$ cat config.mk
export PLATFORM = sky130hd
export DESIGN_NAME = llt_timing
export DESIGN_NICKNAME = d
export VERILOG_FILES = /design/src/hw/llt_pkg.sv /design/src/hw/llt_tdr_if.sv /design/src/hw/llt_timing.sv /design/src/hw/llt_tdr_seg.sv
export SDC_FILE = /design/constraint.sdc
export NUM_CORES = 1
export LEC_CHECK = 0
export CORE_MARGIN = 2
export CORE_UTILIZATION = 28
export CTS_BUF_LIST = sky130_fd_sc_hd__clkbuf_8
export CTS_CLUSTER_SIZE = 16
export DETAILED_ROUTE_END_ITERATION = 10
export DONT_BUFFER_PORTS = 1
export PLACE_DENSITY = 0.39
export SYNTH_ARGS = -nofsm -noshare
export SYNTH_HDL_FRONTEND = slang
export SYNTH_SLANG_ARGS = --single-unit
$ cat constraint.sdc
create_clock -name core_clk -period 6.8 [get_ports core_clk]
set_input_delay 1.02 -clock core_clk [delete_from_list [all_inputs] [get_ports core_clk]]
set_output_delay 1.02 -clock core_clk [all_outputs]
set_load 0.02 [all_outputs]
$ cat src/hw/llt_pkg.sv
`default_nettype none
package llt_pkg;
  // bus
  localparam int DW = 32;
  localparam int AW = 8;
  localparam logic [AW-1:0] OFS_CTRL = 8'h00;
  localparam logic [AW-1:0] OFS_SHLEN = 8'h04;
  localparam logic [AW-1:0] OFS_CAPN = 8'h08;
  localparam logic [AW-1:0] OFS_PATN = 8'h0c;
  localparam logic [AW-1:0] OFS_STAT = 8'h10;
  localparam logic [AW-1:0] OFS_TIMV = 8'h14;
  localparam int CTRL_GO = 0;
  localparam int CTRL_ABORT = 1;
  localparam int STAT_BUSY = 0;
  localparam int STAT_ST_LSB = 1;
  localparam int STAT_PD_LSB = 16;
  localparam int HTRANS_ACT = 1;
  localparam logic HRESP_OKAY = 1'b0;
  // run length fields
  localparam int SLW = 12;
  localparam int CPW = 4;
  localparam int PNW = 16;
  localparam int CTW = 13;
  localparam logic [SLW-1:0] SHLEN_RST = 12'h010;
  localparam logic [CPW-1:0] CAPN_RST = 4'h1;
  localparam logic [PNW-1:0] PATN_RST = 16'h0001;
  // extra-cycle segment layout
  localparam int CW = 4;
  localparam int TDRW = 24;
  localparam int SU_LSB = 0;
  localparam int HD_LSB = 4;
  localparam int SE_POS = 0;
  localparam int UP_POS = 8;
  localparam int PM_POS = 16;
  // fixed dead cycles
  localparam logic [CTW-1:0] DEAD_SHIFT = 13'h0001;
  localparam logic [CTW-1:0] DEAD_SE_HOLD = 13'h0001;
  localparam logic [CTW-1:0] DEAD_SE_SU = 13'h0001;
  // shift clock divider, core cycles per half period
  localparam int DVW = 4;
  localparam logic [DVW-1:0] DIV_HALF = 4'h2;
  // synchronised access pins
  localparam int NPIN = 6;
  localparam int PIN_TCK = 5;
  localparam int PIN_TDI = 4;
  localparam int PIN_SEL = 3;
  localparam int PIN_SH = 2;
  localparam int PIN_CAP = 1;
  localparam int PIN_UPD = 0;
  typedef enum logic [2:0] {
    ST_IDLE = 3'b000,
    ST_UPD = 3'b001,
    ST_UHLD = 3'b011,
    ST_SHFT = 3'b010,
    ST_PMHD = 3'b110,
    ST_SEHD = 3'b111,
    ST_SESU = 3'b101,
    ST_CAPT = 3'b100
  } llt_state_e;
endpackage
`default_nettype wire

$ cat src/hw/llt_tdr_if.sv
`timescale 1ns/1ns
`default_nettype none
interface llt_tdr_if;
  import llt_pkg::*;
  logic tck_rise;
  logic tck_fall;
  logic tdi;
  logic sel;
  logic shift_en;
  logic capture_en;
  logic update_en;
  logic tdo;
  logic [TDRW-1:0] cnt;
  modport seg (
    input tck_rise, tck_fall, tdi, sel, shift_en, capture_en, update_en,
    output tdo, cnt
  );
  modport ctl (
    output tck_rise, tck_fall, tdi, sel, shift_en, capture_en, update_en,
    input tdo, cnt
  );
endinterface
`default_nettype wire

$ cat src/hw/llt_timing.sv
// What this block does
// scan enable changes on shift clock rise
// generator and signature enables change on fall
// programmable extra setup and hold cycles
// each extra count in own field of one access-loaded register
// generator and signature enables share counts
// extra cycles before and after capture
// defaults: one shift dead, two capture dead
// defaults: one-cycle setup, one-cycle scan hold
// segment in path when insertion bit 1
// lockup stage between access and run logic
// extra-cycle registers reset to zero
`timescale 1ns/1ns
`default_nettype none
module llt_timing
  import llt_pkg::*;
(
  input wire logic core_clk,
  input wire logic reset_n,
  input wire logic hsel,
  input wire logic [31:0] haddr,
  input wire logic hwrite,
  input wire logic [1:0] htrans,
  input wire logic [2:0] hsize,
  input wire logic [DW-1:0] hwdata,
  input wire logic hready,
  output logic hreadyout,
  output logic hresp,
  output logic [DW-1:0] hrdata,
  input wire logic ijtag_tck,
  input wire logic ijtag_tdi,
  input wire logic ijtag_sel,
  input wire logic ijtag_shift_en,
  input wire logic ijtag_capture_en,
  input wire logic ijtag_update_en,
  output logic ijtag_tdo,
  output logic shift_clk,
  output logic scan_en,
  output logic decomp_update,
  output logic lfsr_en,
  output logic sig_acc_en
);
  // access pin synchronisers
  logic [NPIN-1:0] pin_raw;
  logic [NPIN-1:0] s1_r;
  logic [NPIN-1:0] s2_r;
  logic tck_d_r;

  assign pin_raw = {ijtag_tck, ijtag_tdi, ijtag_sel, ijtag_shift_en,
                    ijtag_capture_en, ijtag_update_en};

  generate
    for (genvar i = 0; i < NPIN; i++) begin : g_sync
      always_ff @(posedge core_clk or negedge reset_n) begin
        if (!reset_n) begin
          s1_r[i] <= 1'b0;
          s2_r[i] <= 1'b0;
        end else begin
          s1_r[i] <= pin_raw[i];
          s2_r[i] <= s1_r[i];
        end
      end
    end
  endgenerate

  always_ff @(posedge core_clk or negedge reset_n) begin
    if (!reset_n) begin
      tck_d_r <= 1'b0;
    end else begin
      tck_d_r <= s2_r[PIN_TCK];
    end
  end

  llt_tdr_if tif ();

  assign tif.tck_rise = s2_r[PIN_TCK] & ~tck_d_r;
  assign tif.tck_fall = ~s2_r[PIN_TCK] & tck_d_r;
  assign tif.tdi = s2_r[PIN_TDI];
  assign tif.sel = s2_r[PIN_SEL];
  assign tif.shift_en = s2_r[PIN_SH];
  assign tif.capture_en = s2_r[PIN_CAP];
  assign tif.update_en = s2_r[PIN_UPD];
  assign ijtag_tdo = tif.tdo;

  llt_tdr_seg u_seg (
    .core_clk(core_clk),
    .reset_n(reset_n),
    .bus(tif.seg)
  );

  // run-side state
  llt_state_e st_r;
  llt_state_e st_nxt;
  logic [CTW-1:0] cnt_r;
  logic [CTW-1:0] cnt_nxt;
  logic [PNW-1:0] pdone_r;
  logic [TDRW-1:0] lk_r;
  logic [TDRW-1:0] cfg_r;
  logic [SLW-1:0] shlen_r;
  logic [CPW-1:0] capn_r;
  logic [PNW-1:0] patn_r;
  logic go_r;
  logic abort_r;
  logic [DVW-1:0] dv_r;
  logic ph_r;
  logic sclk_r;
  logic se_r;
  logic upd_r;
  logic pm_r;

  // lockup stage, then snapshot while idle
  always_ff @(posedge core_clk or negedge reset_n) begin
    if (!reset_n) begin
      lk_r <= '0;
    end else begin
      lk_r <= tif.cnt;
    end
  end

  wire idle = (st_r == ST_IDLE);
  wire half = (dv_r == DIV_HALF - DVW'(1));
  wire tick_a = half & ph_r;
  wire tick_b = half & ~ph_r;

  always_ff @(posedge core_clk or negedge reset_n) begin
    if (!reset_n) begin
      cfg_r <= '0;
    end else if (tick_a && idle) begin
      cfg_r <= lk_r;
    end
  end

  // per-signal extra setup and hold counts
  wire [CW-1:0] se_su = cfg_r[SE_POS+SU_LSB +: CW];
  wire [CW-1:0] se_hd = cfg_r[SE_POS+HD_LSB +: CW];
  wire [CW-1:0] up_su = cfg_r[UP_POS+SU_LSB +: CW];
  wire [CW-1:0] up_hd = cfg_r[UP_POS+HD_LSB +: CW];
  wire [CW-1:0] pm_su = cfg_r[PM_POS+SU_LSB +: CW];
  wire [CW-1:0] pm_hd = cfg_r[PM_POS+HD_LSB +: CW];

  // ahb-lite slave, zero wait states
  logic wp_r;
  logic [AW-1:0] wa_r;
  logic [DW-1:0] rd_nxt;
  wire [AW-1:0] a = haddr[AW-1:0];
  wire ap_take = hsel & htrans[HTRANS_ACT] & hready;
  wire ap_rd = ap_take & ~hwrite;
  wire wr_ctrl = wp_r & (wa_r == OFS_CTRL);
  wire wr_shlen = wp_r & (wa_r == OFS_SHLEN);
  wire wr_capn = wp_r & (wa_r == OFS_CAPN);
  wire wr_patn = wp_r & (wa_r == OFS_PATN);
  wire go_set = wr_ctrl & hwdata[CTRL_GO];
  wire ab_set = wr_ctrl & hwdata[CTRL_ABORT];
  wire go_take = tick_a & idle & go_r;
  wire [DW-1:0] stat_w = (DW'(pdone_r) << STAT_PD_LSB)
                       | (DW'(st_r) << STAT_ST_LSB)
                       | (DW'(~idle) << STAT_BUSY);
  wire [DW-1:0] ctrl_w = (DW'(go_r) << CTRL_GO)
                       | (DW'(abort_r) << CTRL_ABORT);

  assign hreadyout = 1'b1;
  assign hresp = HRESP_OKAY;

  always_comb begin
    if (a == OFS_CTRL) begin
      rd_nxt = ctrl_w;
    end else if (a == OFS_SHLEN) begin
      rd_nxt = DW'(shlen_r);
    end else if (a == OFS_CAPN) begin
      rd_nxt = DW'(capn_r);
    end else if (a == OFS_PATN) begin
      rd_nxt = DW'(patn_r);
    end else if (a == OFS_STAT) begin
      rd_nxt = stat_w;
    end else if (a == OFS_TIMV) begin
      rd_nxt = DW'(cfg_r);
    end else begin
      rd_nxt = '0;
    end
  end

  always_ff @(posedge core_clk or negedge reset_n) begin
    if (!reset_n) begin
      wp_r <= 1'b0;
      wa_r <= '0;
    end else if (hready) begin
      wp_r <= ap_take & hwrite;
      wa_r <= a;
    end
  end

  always_ff @(posedge core_clk or negedge reset_n) begin
    if (!reset_n) begin
      hrdata <= '0;
    end else if (ap_rd) begin
      hrdata <= rd_nxt;
    end
  end

  always_ff @(posedge core_clk or negedge reset_n) begin
    if (!reset_n) begin
      shlen_r <= SHLEN_RST;
      capn_r <= CAPN_RST;
      patn_r <= PATN_RST;
    end else begin
      if (wr_shlen) shlen_r <= hwdata[SLW-1:0];
      if (wr_capn) capn_r <= hwdata[CPW-1:0];
      if (wr_patn) patn_r <= hwdata[PNW-1:0];
    end
  end

  // start and abort requests, set wins over clear
  always_ff @(posedge core_clk or negedge reset_n) begin
    if (!reset_n) begin
      go_r <= 1'b0;
      abort_r <= 1'b0;
    end else begin
      go_r <= go_set | (go_r & ~go_take);
      abort_r <= ab_set | (abort_r & ~(tick_a & idle));
    end
  end

  // shift clock divider
  always_ff @(posedge core_clk or negedge reset_n) begin
    if (!reset_n) begin
      dv_r <= '0;
      ph_r <= 1'b0;
    end else if (half) begin
      dv_r <= '0;
      ph_r <= ~ph_r;
    end else begin
      dv_r <= dv_r + DVW'(1);
    end
  end

  // length of the current phase in shift periods
  logic [CTW-1:0] cur_len;
  always_comb begin
    case (st_r)
      ST_UPD: cur_len = DEAD_SHIFT + CTW'(up_su);
      ST_UHLD: cur_len = CTW'(up_hd) + CTW'(pm_su);
      ST_SHFT: cur_len = CTW'(shlen_r);
      ST_PMHD: cur_len = CTW'(pm_hd);
      ST_SEHD: cur_len = DEAD_SE_HOLD + CTW'(se_hd);
      ST_SESU: cur_len = DEAD_SE_SU + CTW'(se_su);
      ST_CAPT: cur_len = CTW'(capn_r) + CTW'(se_hd);
      default: cur_len = DEAD_SHIFT;
    endcase
  end

  wire [CTW-1:0] cnt_inc = cnt_r + CTW'(1);
  wire last = (cnt_inc >= cur_len);
  wire [PNW-1:0] pd_inc = pdone_r + PNW'(1);
  wire all_done = (pd_inc >= patn_r);
  wire uh_any = (up_hd != '0) | (pm_su != '0);
  wire pmh_any = (pm_hd != '0);

  always_comb begin
    st_nxt = st_r;
    case (st_r)
      ST_IDLE: if (go_r && !abort_r && patn_r != '0) st_nxt = ST_UPD;
      ST_UPD: if (last) st_nxt = uh_any ? ST_UHLD : ST_SHFT;
      ST_UHLD: if (last) st_nxt = ST_SHFT;
      ST_SHFT: if (last) st_nxt = pmh_any ? ST_PMHD : ST_SEHD;
      ST_PMHD: if (last) st_nxt = ST_SEHD;
      ST_SEHD: if (last) st_nxt = ST_SESU;
      ST_SESU: if (last) st_nxt = ST_CAPT;
      ST_CAPT: if (last) st_nxt = all_done ? ST_IDLE : ST_UPD;
      default: st_nxt = ST_IDLE;
    endcase
    if (abort_r) st_nxt = ST_IDLE;
  end

  assign cnt_nxt = (st_nxt != st_r) ? '0 : cnt_inc;

  // output levels for the coming period
  wire pulse_nxt = (st_nxt == ST_SHFT)
                 | ((st_nxt == ST_CAPT) & (cnt_nxt < CTW'(capn_r)));
  wire se_nxt = (st_nxt == ST_UPD) | (st_nxt == ST_UHLD)
              | (st_nxt == ST_SHFT) | (st_nxt == ST_PMHD)
              | (st_nxt == ST_SEHD);
  wire upd_nxt = (st_nxt == ST_UPD);
  wire pm_now = (st_r == ST_SHFT) | (st_r == ST_PMHD)
              | ((st_r == ST_UHLD) & (cnt_r >= CTW'(up_hd)));

  always_ff @(posedge core_clk or negedge reset_n) begin
    if (!reset_n) begin
      st_r <= ST_IDLE;
      cnt_r <= '0;
    end else if (tick_a) begin
      st_r <= st_nxt;
      cnt_r <= cnt_nxt;
    end
  end

  always_ff @(posedge core_clk or negedge reset_n) begin
    if (!reset_n) begin
      pdone_r <= '0;
    end else if (go_take) begin
      pdone_r <= '0;
    end else if (tick_a && st_r == ST_CAPT && last) begin
      pdone_r <= pd_inc;
    end
  end

  // rise of the shift period: clock, scan enable, decompressor update
  always_ff @(posedge core_clk or negedge reset_n) begin
    if (!reset_n) begin
      sclk_r <= 1'b0;
      se_r <= 1'b0;
      upd_r <= 1'b0;
    end else if (tick_a) begin
      sclk_r <= pulse_nxt;
      se_r <= se_nxt;
      upd_r <= upd_nxt;
    end else if (tick_b) begin
      sclk_r <= 1'b0;
    end
  end

  // fall of the shift period: generator and signature enables
  always_ff @(posedge core_clk or negedge reset_n) begin
    if (!reset_n) begin
      pm_r <= 1'b0;
    end else if (tick_b) begin
      pm_r <= pm_now;
    end
  end

  assign shift_clk = sclk_r;
  assign scan_en = se_r;
  assign decomp_update = upd_r;
  assign lfsr_en = pm_r;
  assign sig_acc_en = pm_r;
endmodule // llt_timing
`default_nettype wire

$ cat src/hw/llt_tdr_seg.sv
`timescale 1ns/1ns
`default_nettype none
module llt_tdr_seg
  import llt_pkg::*;
(
  input wire logic core_clk,
  input wire logic reset_n,
  llt_tdr_if.seg bus
);
  logic sib_r;
  logic sibu_r;
  logic tdo_r;
  logic [TDRW-1:0] sr_r;
  logic [TDRW-1:0] upd_r;
  wire step = bus.tck_rise & bus.sel;
  wire do_cap = step & bus.capture_en;
  wire do_sh = step & bus.shift_en;
  wire do_upd = step & bus.update_en;
  wire seg_upd = do_upd & sibu_r;
  wire sib_in = sibu_r ? sr_r[0] : bus.tdi;

  // segment shift stage, in the path only while the insertion bit is 1
  always_ff @(posedge core_clk or negedge reset_n) begin
    if (!reset_n) begin
      sr_r <= '0;
    end else if (do_cap && sibu_r) begin
      sr_r <= upd_r;
    end else if (do_sh && sibu_r) begin
      sr_r <= {bus.tdi, sr_r[TDRW-1:1]};
    end
  end

  // insertion bit shift stage, tck rise
  always_ff @(posedge core_clk or negedge reset_n) begin
    if (!reset_n) begin
      sib_r <= 1'b0;
    end else if (do_cap) begin
      sib_r <= sibu_r;
    end else if (do_sh) begin
      sib_r <= sib_in;
    end
  end

  // insertion bit update stage, path length fixed for a whole scan
  always_ff @(posedge core_clk or negedge reset_n) begin
    if (!reset_n) begin
      sibu_r <= 1'b0;
    end else if (do_upd) begin
      sibu_r <= sib_r;
    end
  end

  // update stage, zero after reset
  always_ff @(posedge core_clk or negedge reset_n) begin
    if (!reset_n) begin
      upd_r <= '0;
    end else if (seg_upd) begin
      upd_r <= sr_r;
    end
  end

  // tdo moves on tck fall
  always_ff @(posedge core_clk or negedge reset_n) begin
    if (!reset_n) begin
      tdo_r <= 1'b0;
    end else if (bus.tck_fall) begin
      tdo_r <= sib_r;
    end
  end

  assign bus.tdo = tdo_r;
  assign bus.cnt = upd_r;
endmodule // llt_tdr_seg
`default_nettype wire

## Word-level counts from Yosys, hierarchy flattened

Cells that the tools add are included.

| storage, ports and cells | value |
|---|---|
| flip-flop bits (word level) | 228 |
| output and inout port bits | 40 |
| word-level logic and storage cells | 167 |

| cells by class | value |
|---|---|
| add/sub/neg operators | 8 |
| order comparisons | 4 |
| eq/ne operators | 23 |
| mux-type cells | 31 |
| bitwise gates (word level) | 45 |
| reduce and logical (&&, ||, !) cells | 19 |

Operators by type and width:

| operator | count |
|---|---|
| $mux W32 | 5 |
| $pmux W13 S7 | 1 |
| $mux W24 | 3 |
| $eq A8 B4 Y1 const B | 4 |
| $mux W16 | 2 |
| $not A1 Y32 | 1 |
| $or A32 B32 Y32 | 1 |
| $or A32 B4 Y32 | 1 |
| $mux W3 | 9 |
| $and A1 B1 Y1 | 25 |
| $pmux W3 S8 | 1 |
| $eq A3 B3 Y1 const B | 7 |
| $add A16 B1 Y16 const B | 1 |
| $eq A8 B3 Y1 const B | 2 |
| $eq A8 B5 Y1 const B | 2 |
| $ge A16 B16 Y1 | 1 |
| $logic_not A8 Y1 | 2 |
| $reduce_bool A16 Y1 | 1 |
| $add A1 B4 Y5 const A | 3 |
| $add A13 B1 Y13 const B | 1 |
| $ge A13 B13 Y1 | 1 |
| $ge A13 B4 Y1 | 1 |
| $lt A13 B4 Y1 | 1 |
| $mux W13 | 1 |
| other kinds (16) | 53 |

## Logic depth before layout (Yosys ltp)

| logic depth | value |
|---|---|
| depth in word-level cells | 12 |
| mapped depth | 27 |
| mapped depth without buffers | 25 |

## Modules after synthesis

A second synthesis with hierarchy kept.

| unflattened totals | value |
|---|---|
| cell total of the unflattened synthesis | 1040 |
| area total of the unflattened synthesis | 11021.8 µm² |

By module, submodules not included:

| module | times used | cells each | area each (µm²) | sequential area each (µm²) |
|---|---|---|---|---|
| llt_timing | 1 | 869 | 8883.5 | 4257.8 |
| llt_tdr_seg | 1 | 171 | 2138.3 | 1276.2 |

## Worst setup path after synthesis

Ideal clock, no wire load.

| timing | value |
|---|---|
| kind | flip-flop to flip-flop |
| start | register st_r[2] |
| end | register sclk_r, in the netlist shift_clk |
| arrival time | 5.839 ns |
| setup slack | 0.896 ns |
| stages on the path, launching flop included | 24 |
| path buffers | 2 |
| clock period less this slack | 5.904 ns |
| cell sequence | dfrtp_1 -> clkbuf_1 -> nor2b_1 -> and2_0 -> nand2_1 -> fa_1 -> xnor2_1 -> mux4_2 -> a222oi_1 -> ha_1 -> a21oi_1 -> a21oi_1 -> o311a_1 -> nor4_4 -> a21oi_4 -> buf_2 -> nor2_1 -> ha_1 -> and4_1 -> or3_1 -> nor4_1 -> a41oi_2 -> o311ai_1 -> a31o_1 |

| between the ends | value |
|---|---|
| cells in the longest elaborated chain, start to end | 12 |

Ends and longest elaborated chain:

| item | line | source |
|---|---|---|
| start: declaration | llt_timing.sv:92 | `llt_state_e st_r;` |
| start signal: assignment | llt_timing.sv:291 | `st_r <= st_nxt;` |
| $eq A3 B3 Y1, or another cell as far along | llt_timing.sv:239, llt_timing.sv:260 |  |
| $pmux W13 S7 | llt_timing.sv:239 | `case (st_r)` |
| $ge A13 B13 Y1 | llt_timing.sv:252 | `wire last = (cnt_inc >= cur_len);` |
| $mux W3, or another cell as far along | llt_timing.sv:268 | `ST_CAPT: if (last) st_nxt = all_done ? ST_IDLE : ST_UPD;` |
| $pmux W3 S8 | llt_timing.sv:260 | `case (st_r)` |
| $mux W3 | llt_timing.sv:271 | `if (abort_r) st_nxt = ST_IDLE;` |
| $ne A3 B3 Y1 * | llt_timing.sv:274 | `assign cnt_nxt = (st_nxt != st_r) ? '0 : cnt_inc;` |
| $mux W13 * | llt_timing.sv:274 |  |
| via cnt_nxt[3] | llt_timing.sv:95 | `logic [CTW-1:0] cnt_nxt;` |
| $lt A13 B4 Y1 * | llt_timing.sv:278 | `\| ((st_nxt == ST_CAPT) & (cnt_nxt < CTW'(capn_r)));` |
| $and A1 B1 Y1 * | llt_timing.sv:278 |  |
| $or A1 B1 Y1 * | llt_timing.sv:278 |  |
| $mux W1 * | llt_timing.sv:312 | `end else if (tick_a) begin` |
| end signal: assignment | llt_timing.sv:313 | `sclk_r <= pulse_nxt;` |
| end: declaration | llt_timing.sv:106 | `logic sclk_r;` |

Mark *: on every way through the listed nets, which the timed path passes. The rest lies on a longest branch.
A chain may end at the register's enable or synchronous reset.

## Final worst setup path

Same ends and word-level chain as after synthesis.

==> reports/summary.txt <==
Cell taking the most area after synthesis: dfrtp_1
Synth Cell Area: 11000 sq um
Worst setup path class: flop to flop
Global routing usage on met1: 18.8%
Place WS: 0.666 ns
Ys flop type: dfrtp_1
Grt met2 use: 22.2%
Post-synth net total: 1155
Largest net degree at the start of global routing: 222
Synthesis-stage register bit count: 221
Initial antenna violation count: 0
Synthesized area per cell: 10.7 sq um
Most used routing layer: met2
RSZ-0062 raised after global routing: no
Endpoints failing hold: 0
CTS tree: built
Leakage: 5.94 nW
Max-Cap Viols: 0
Placed cell count: 1503
Clock power share: 39.9%
Seq/Total Area, Yosys: 50.2%
Non-Filler Instances: 1579
# IOs: 120
CP Max Fanout: 17
N_diodes: 0
Post-CTS setup buffer count: 0
Most numerous cell in the Yosys netlist: dfrtp_1
Core ar.: 38700 sq um
Met3 Use GR: 3.48%
Root buffer cell: clkbuf_8
DR WL/cell: 17.8 um
Fmax: 0.164 GHz
Post-Syn Instances: 1027
Synth Warn #: 0
Post-DP HPWL: 19300 um
Most frequent cells after synthesis: dfrtp_1, nand2_1, mux2_2
Power per cell area: 287 nW/um^2
FF-to-FF path depth: 21
Die area: 41000 sq um
Fin crit share: 89.5%
Global-route wire length before repair: 45300 um
Period minus WS final: 6.09 ns
Yosys top cell area share: 49.4%
Worst-skew pair later-pin latency: 0.59 ns
DIE WIDTH: 203 um
Gpl congestion: 0.761
Number of synthesized flops with an enable pin: 0
Multi-input gate area: 5090 sq um
Setup Skew: 0.0361 ns
Row cnt: 72
Final slew viol count: 0
CP arrival: 6.61 ns
Share of power burned in registers: 41.1%
Cell Chain, Critical Path: nor2b_1 > and2_0 > nand2_1 > fa_1 > xnor2_1 > mux4_2 > a222oi_1 > ha_1 > a21oi_1 > a21oi_1 > o311a_1 > nor4_4 > a21oi_4 > nor2b_1 > ha_1 > and4_1 > or3_1 > nor4_1 > a41oi_2 > o311ai_1 > a31o_1
Least-Margin Pin Slew: 1.15 ns
Drt total wl: 28100 um
Via count: 7359
# hold bufs at CTS: 0
Final WS setup: 0.712 ns
Sw Share: 30.0%
Die H: 203 um
FFs w/ async S/R, synth: 100%
Peak VDD IR: 0.147 mV
H-tree depth: 2
# port buffers: 0
Proportion of layout cells with a drive suffix above 1: 18.3%
Delay-heaviest family, CP: simple AND/OR/NAND/NOR gates
Initial Util: 28.5%
Internal power: 2.50 mW
Slowest CP cell: a222oi_1
Post-route ant nets: 0
Worst-case clock buffer depth: 3
Remaining Overflow, GRT: 0
Kind of end point of the critical path: flop
Max transition margin: 22.5%
Max incr delay on CP: 0.47 ns
Critical R2R Capture: shift_clk$_DFFE_PN0P_
Post-DR vias/cell: 4.66
Fillers: 4047
Reg2reg setup slack: 0.71 ns
Vias in the first global route: 7732
Storage cell area: 5530 sq um
Synth cell types: 72
Area contributors post-synth: dfrtp_1, mux2_2, ha_1
CP required: 7.32 ns
Net switching power: 1.07 mW
Synthesis-to-finish area growth: 12.9%
Final net count: 1159
Status: completed
Drt drc: 0
Hold Path Class: input port to async pin
Placed Area: 11500 sq um
Global Route Usage Sum: 14.2%
CTS Buf Count: 44
Clock edge transition at the registers on the reported setup and hold paths: 0.06 ns
Iteration-0 DRC Markers: 403
Finish-stage setup viols: 0
Post-CTS Resized: 0
Clock tree sinks: 221
DRT Pass-1 Iters: 4
CP Launch Type: flop
Fin area: 12500 sq um
Buf+Inv Stages, Crit Path: 0
Combinational fraction of design power: 19.0%
Setup TNS: 0 ns
R2r startpoint: st_r[2]$_DFFE_PN0P_
final cells by class:
type	instances	share of cell area, %
multi-input cells	709	40.9
flip-flops and latches	221	44.4
clock buffers	58	6.41
repair buffers	14	0.844
clock inverters	18	1.02
inverters	41	1.24
well taps	518	5.20
routing by layer:
layer	routed length (um)	up-vias
li1	-	3604
met1	13200	3584
met2	12800	127
met3	1390	44
met4	771	0
met5	0	-
placed cells by master, fill, tap and decap left out, types with 35 or more instances in the layout:
cell | Yosys | final
dfrtp_1 | 218 | 218
nand2_1 | 133 | 133
mux2_2 | 92 | 92
o21ai_0 | 76 | 76
clkbuf_8 | 0 | 58
inv_1 | 41 | 51
nor2_1 | 50 | 50
ha_1 | 46 | 46
a21oi_1 | 37 | 37
mux2i_1 | 35 | 35
sequential cells by signal, summed over array words and instances (netlist names), 4 cells and up:
signal and cells:
patn_r 16, s1_r 6, u_seg.sr_r 24, wa_r 8
pdone_r 16, u_seg.bus.cnt 24, hrdata 25, cnt_r 13
cfg_r 24, capn_r 4, dv_r 4, lk_r 24
shlen_r 12
power groups by stage:
stage / Combinational (mW) / Clock [mW] / Sequential (mW)
after CTS: 0.687 / 1.50 / 1.47
after detailed placement: 0.683 / 0 / 1.49
after global placement: 0.679 / 0 / 1.49
after floorplan: 0.522 / 0 / 1.46
after global routing: 0.754 / 1.56 / 1.48
final: 0.679 / 1.42 / 1.47
logic make-up (layout without fill, tap and decap cells):
kind of cell             count (synthesis)  in the layout  synth area share (%)
AND/OR/NAND/NOR                        292            292                  12.9
flip-flops                             221            221                  50.2
AO/OA/AOI/OAI                          189            189                  10.8
multiplexers                           128            128                  12.8
buffers and inverters                   97            131                  3.71
XOR/XNOR                                50             50                  4.04
adder cells (fa/ha/maj)                 48             48                  5.58
other                                    2              2                0.0681
how the worst max path moves through the flow:
stage	startpoint	end	slack, ns	cells after the start
2_1_floorplan	st_r[2]$_DFFE_PN0P_	shift_clk$_DFFE_PN0P_	0.90	23
3_3_place_gp	st_r[0]$_DFFE_PN0P_	shift_clk$_DFFE_PN0P_	0.65	21
3_5_place_dp	st_r[2]$_DFFE_PN0P_	shift_clk$_DFFE_PN0P_	0.67	21
4_1_cts	st_r[2]$_DFFE_PN0P_	shift_clk$_DFFE_PN0P_	0.64	21
5_1_grt	st_r[0]$_DFFE_PN0P_	shift_clk$_DFFE_PN0P_	0.18	21
6_report	st_r[2]$_DFFE_PN0P_	shift_clk$_DFFE_PN0P_	0.71	21
worst register-to-register path: cells and delay by family (launching register included):
kind                       cells  cell delay [ns]
and+or+nand+nor                8             2.04
muxes                          1             0.46
xor gates and xnor gates       1             0.16
DFF                            1             0.34
AOI/OAI and AO/OA              8             1.97
adders and majority gates      3             1.06
through the flow:
stage                     power [mW]  hold slack (ns)  utilization (%)
after floorplan                 1.99            0.331                -
final                           3.57            0.157             32.2
after detailed placement        2.18            0.336             29.8
after CTS                       3.65           0.0813             32.2
after global routing            3.79            0.102             32.2
after global placement          2.17            0.334             29.8
No activity file was read; power rests on OpenSTA's default activity.
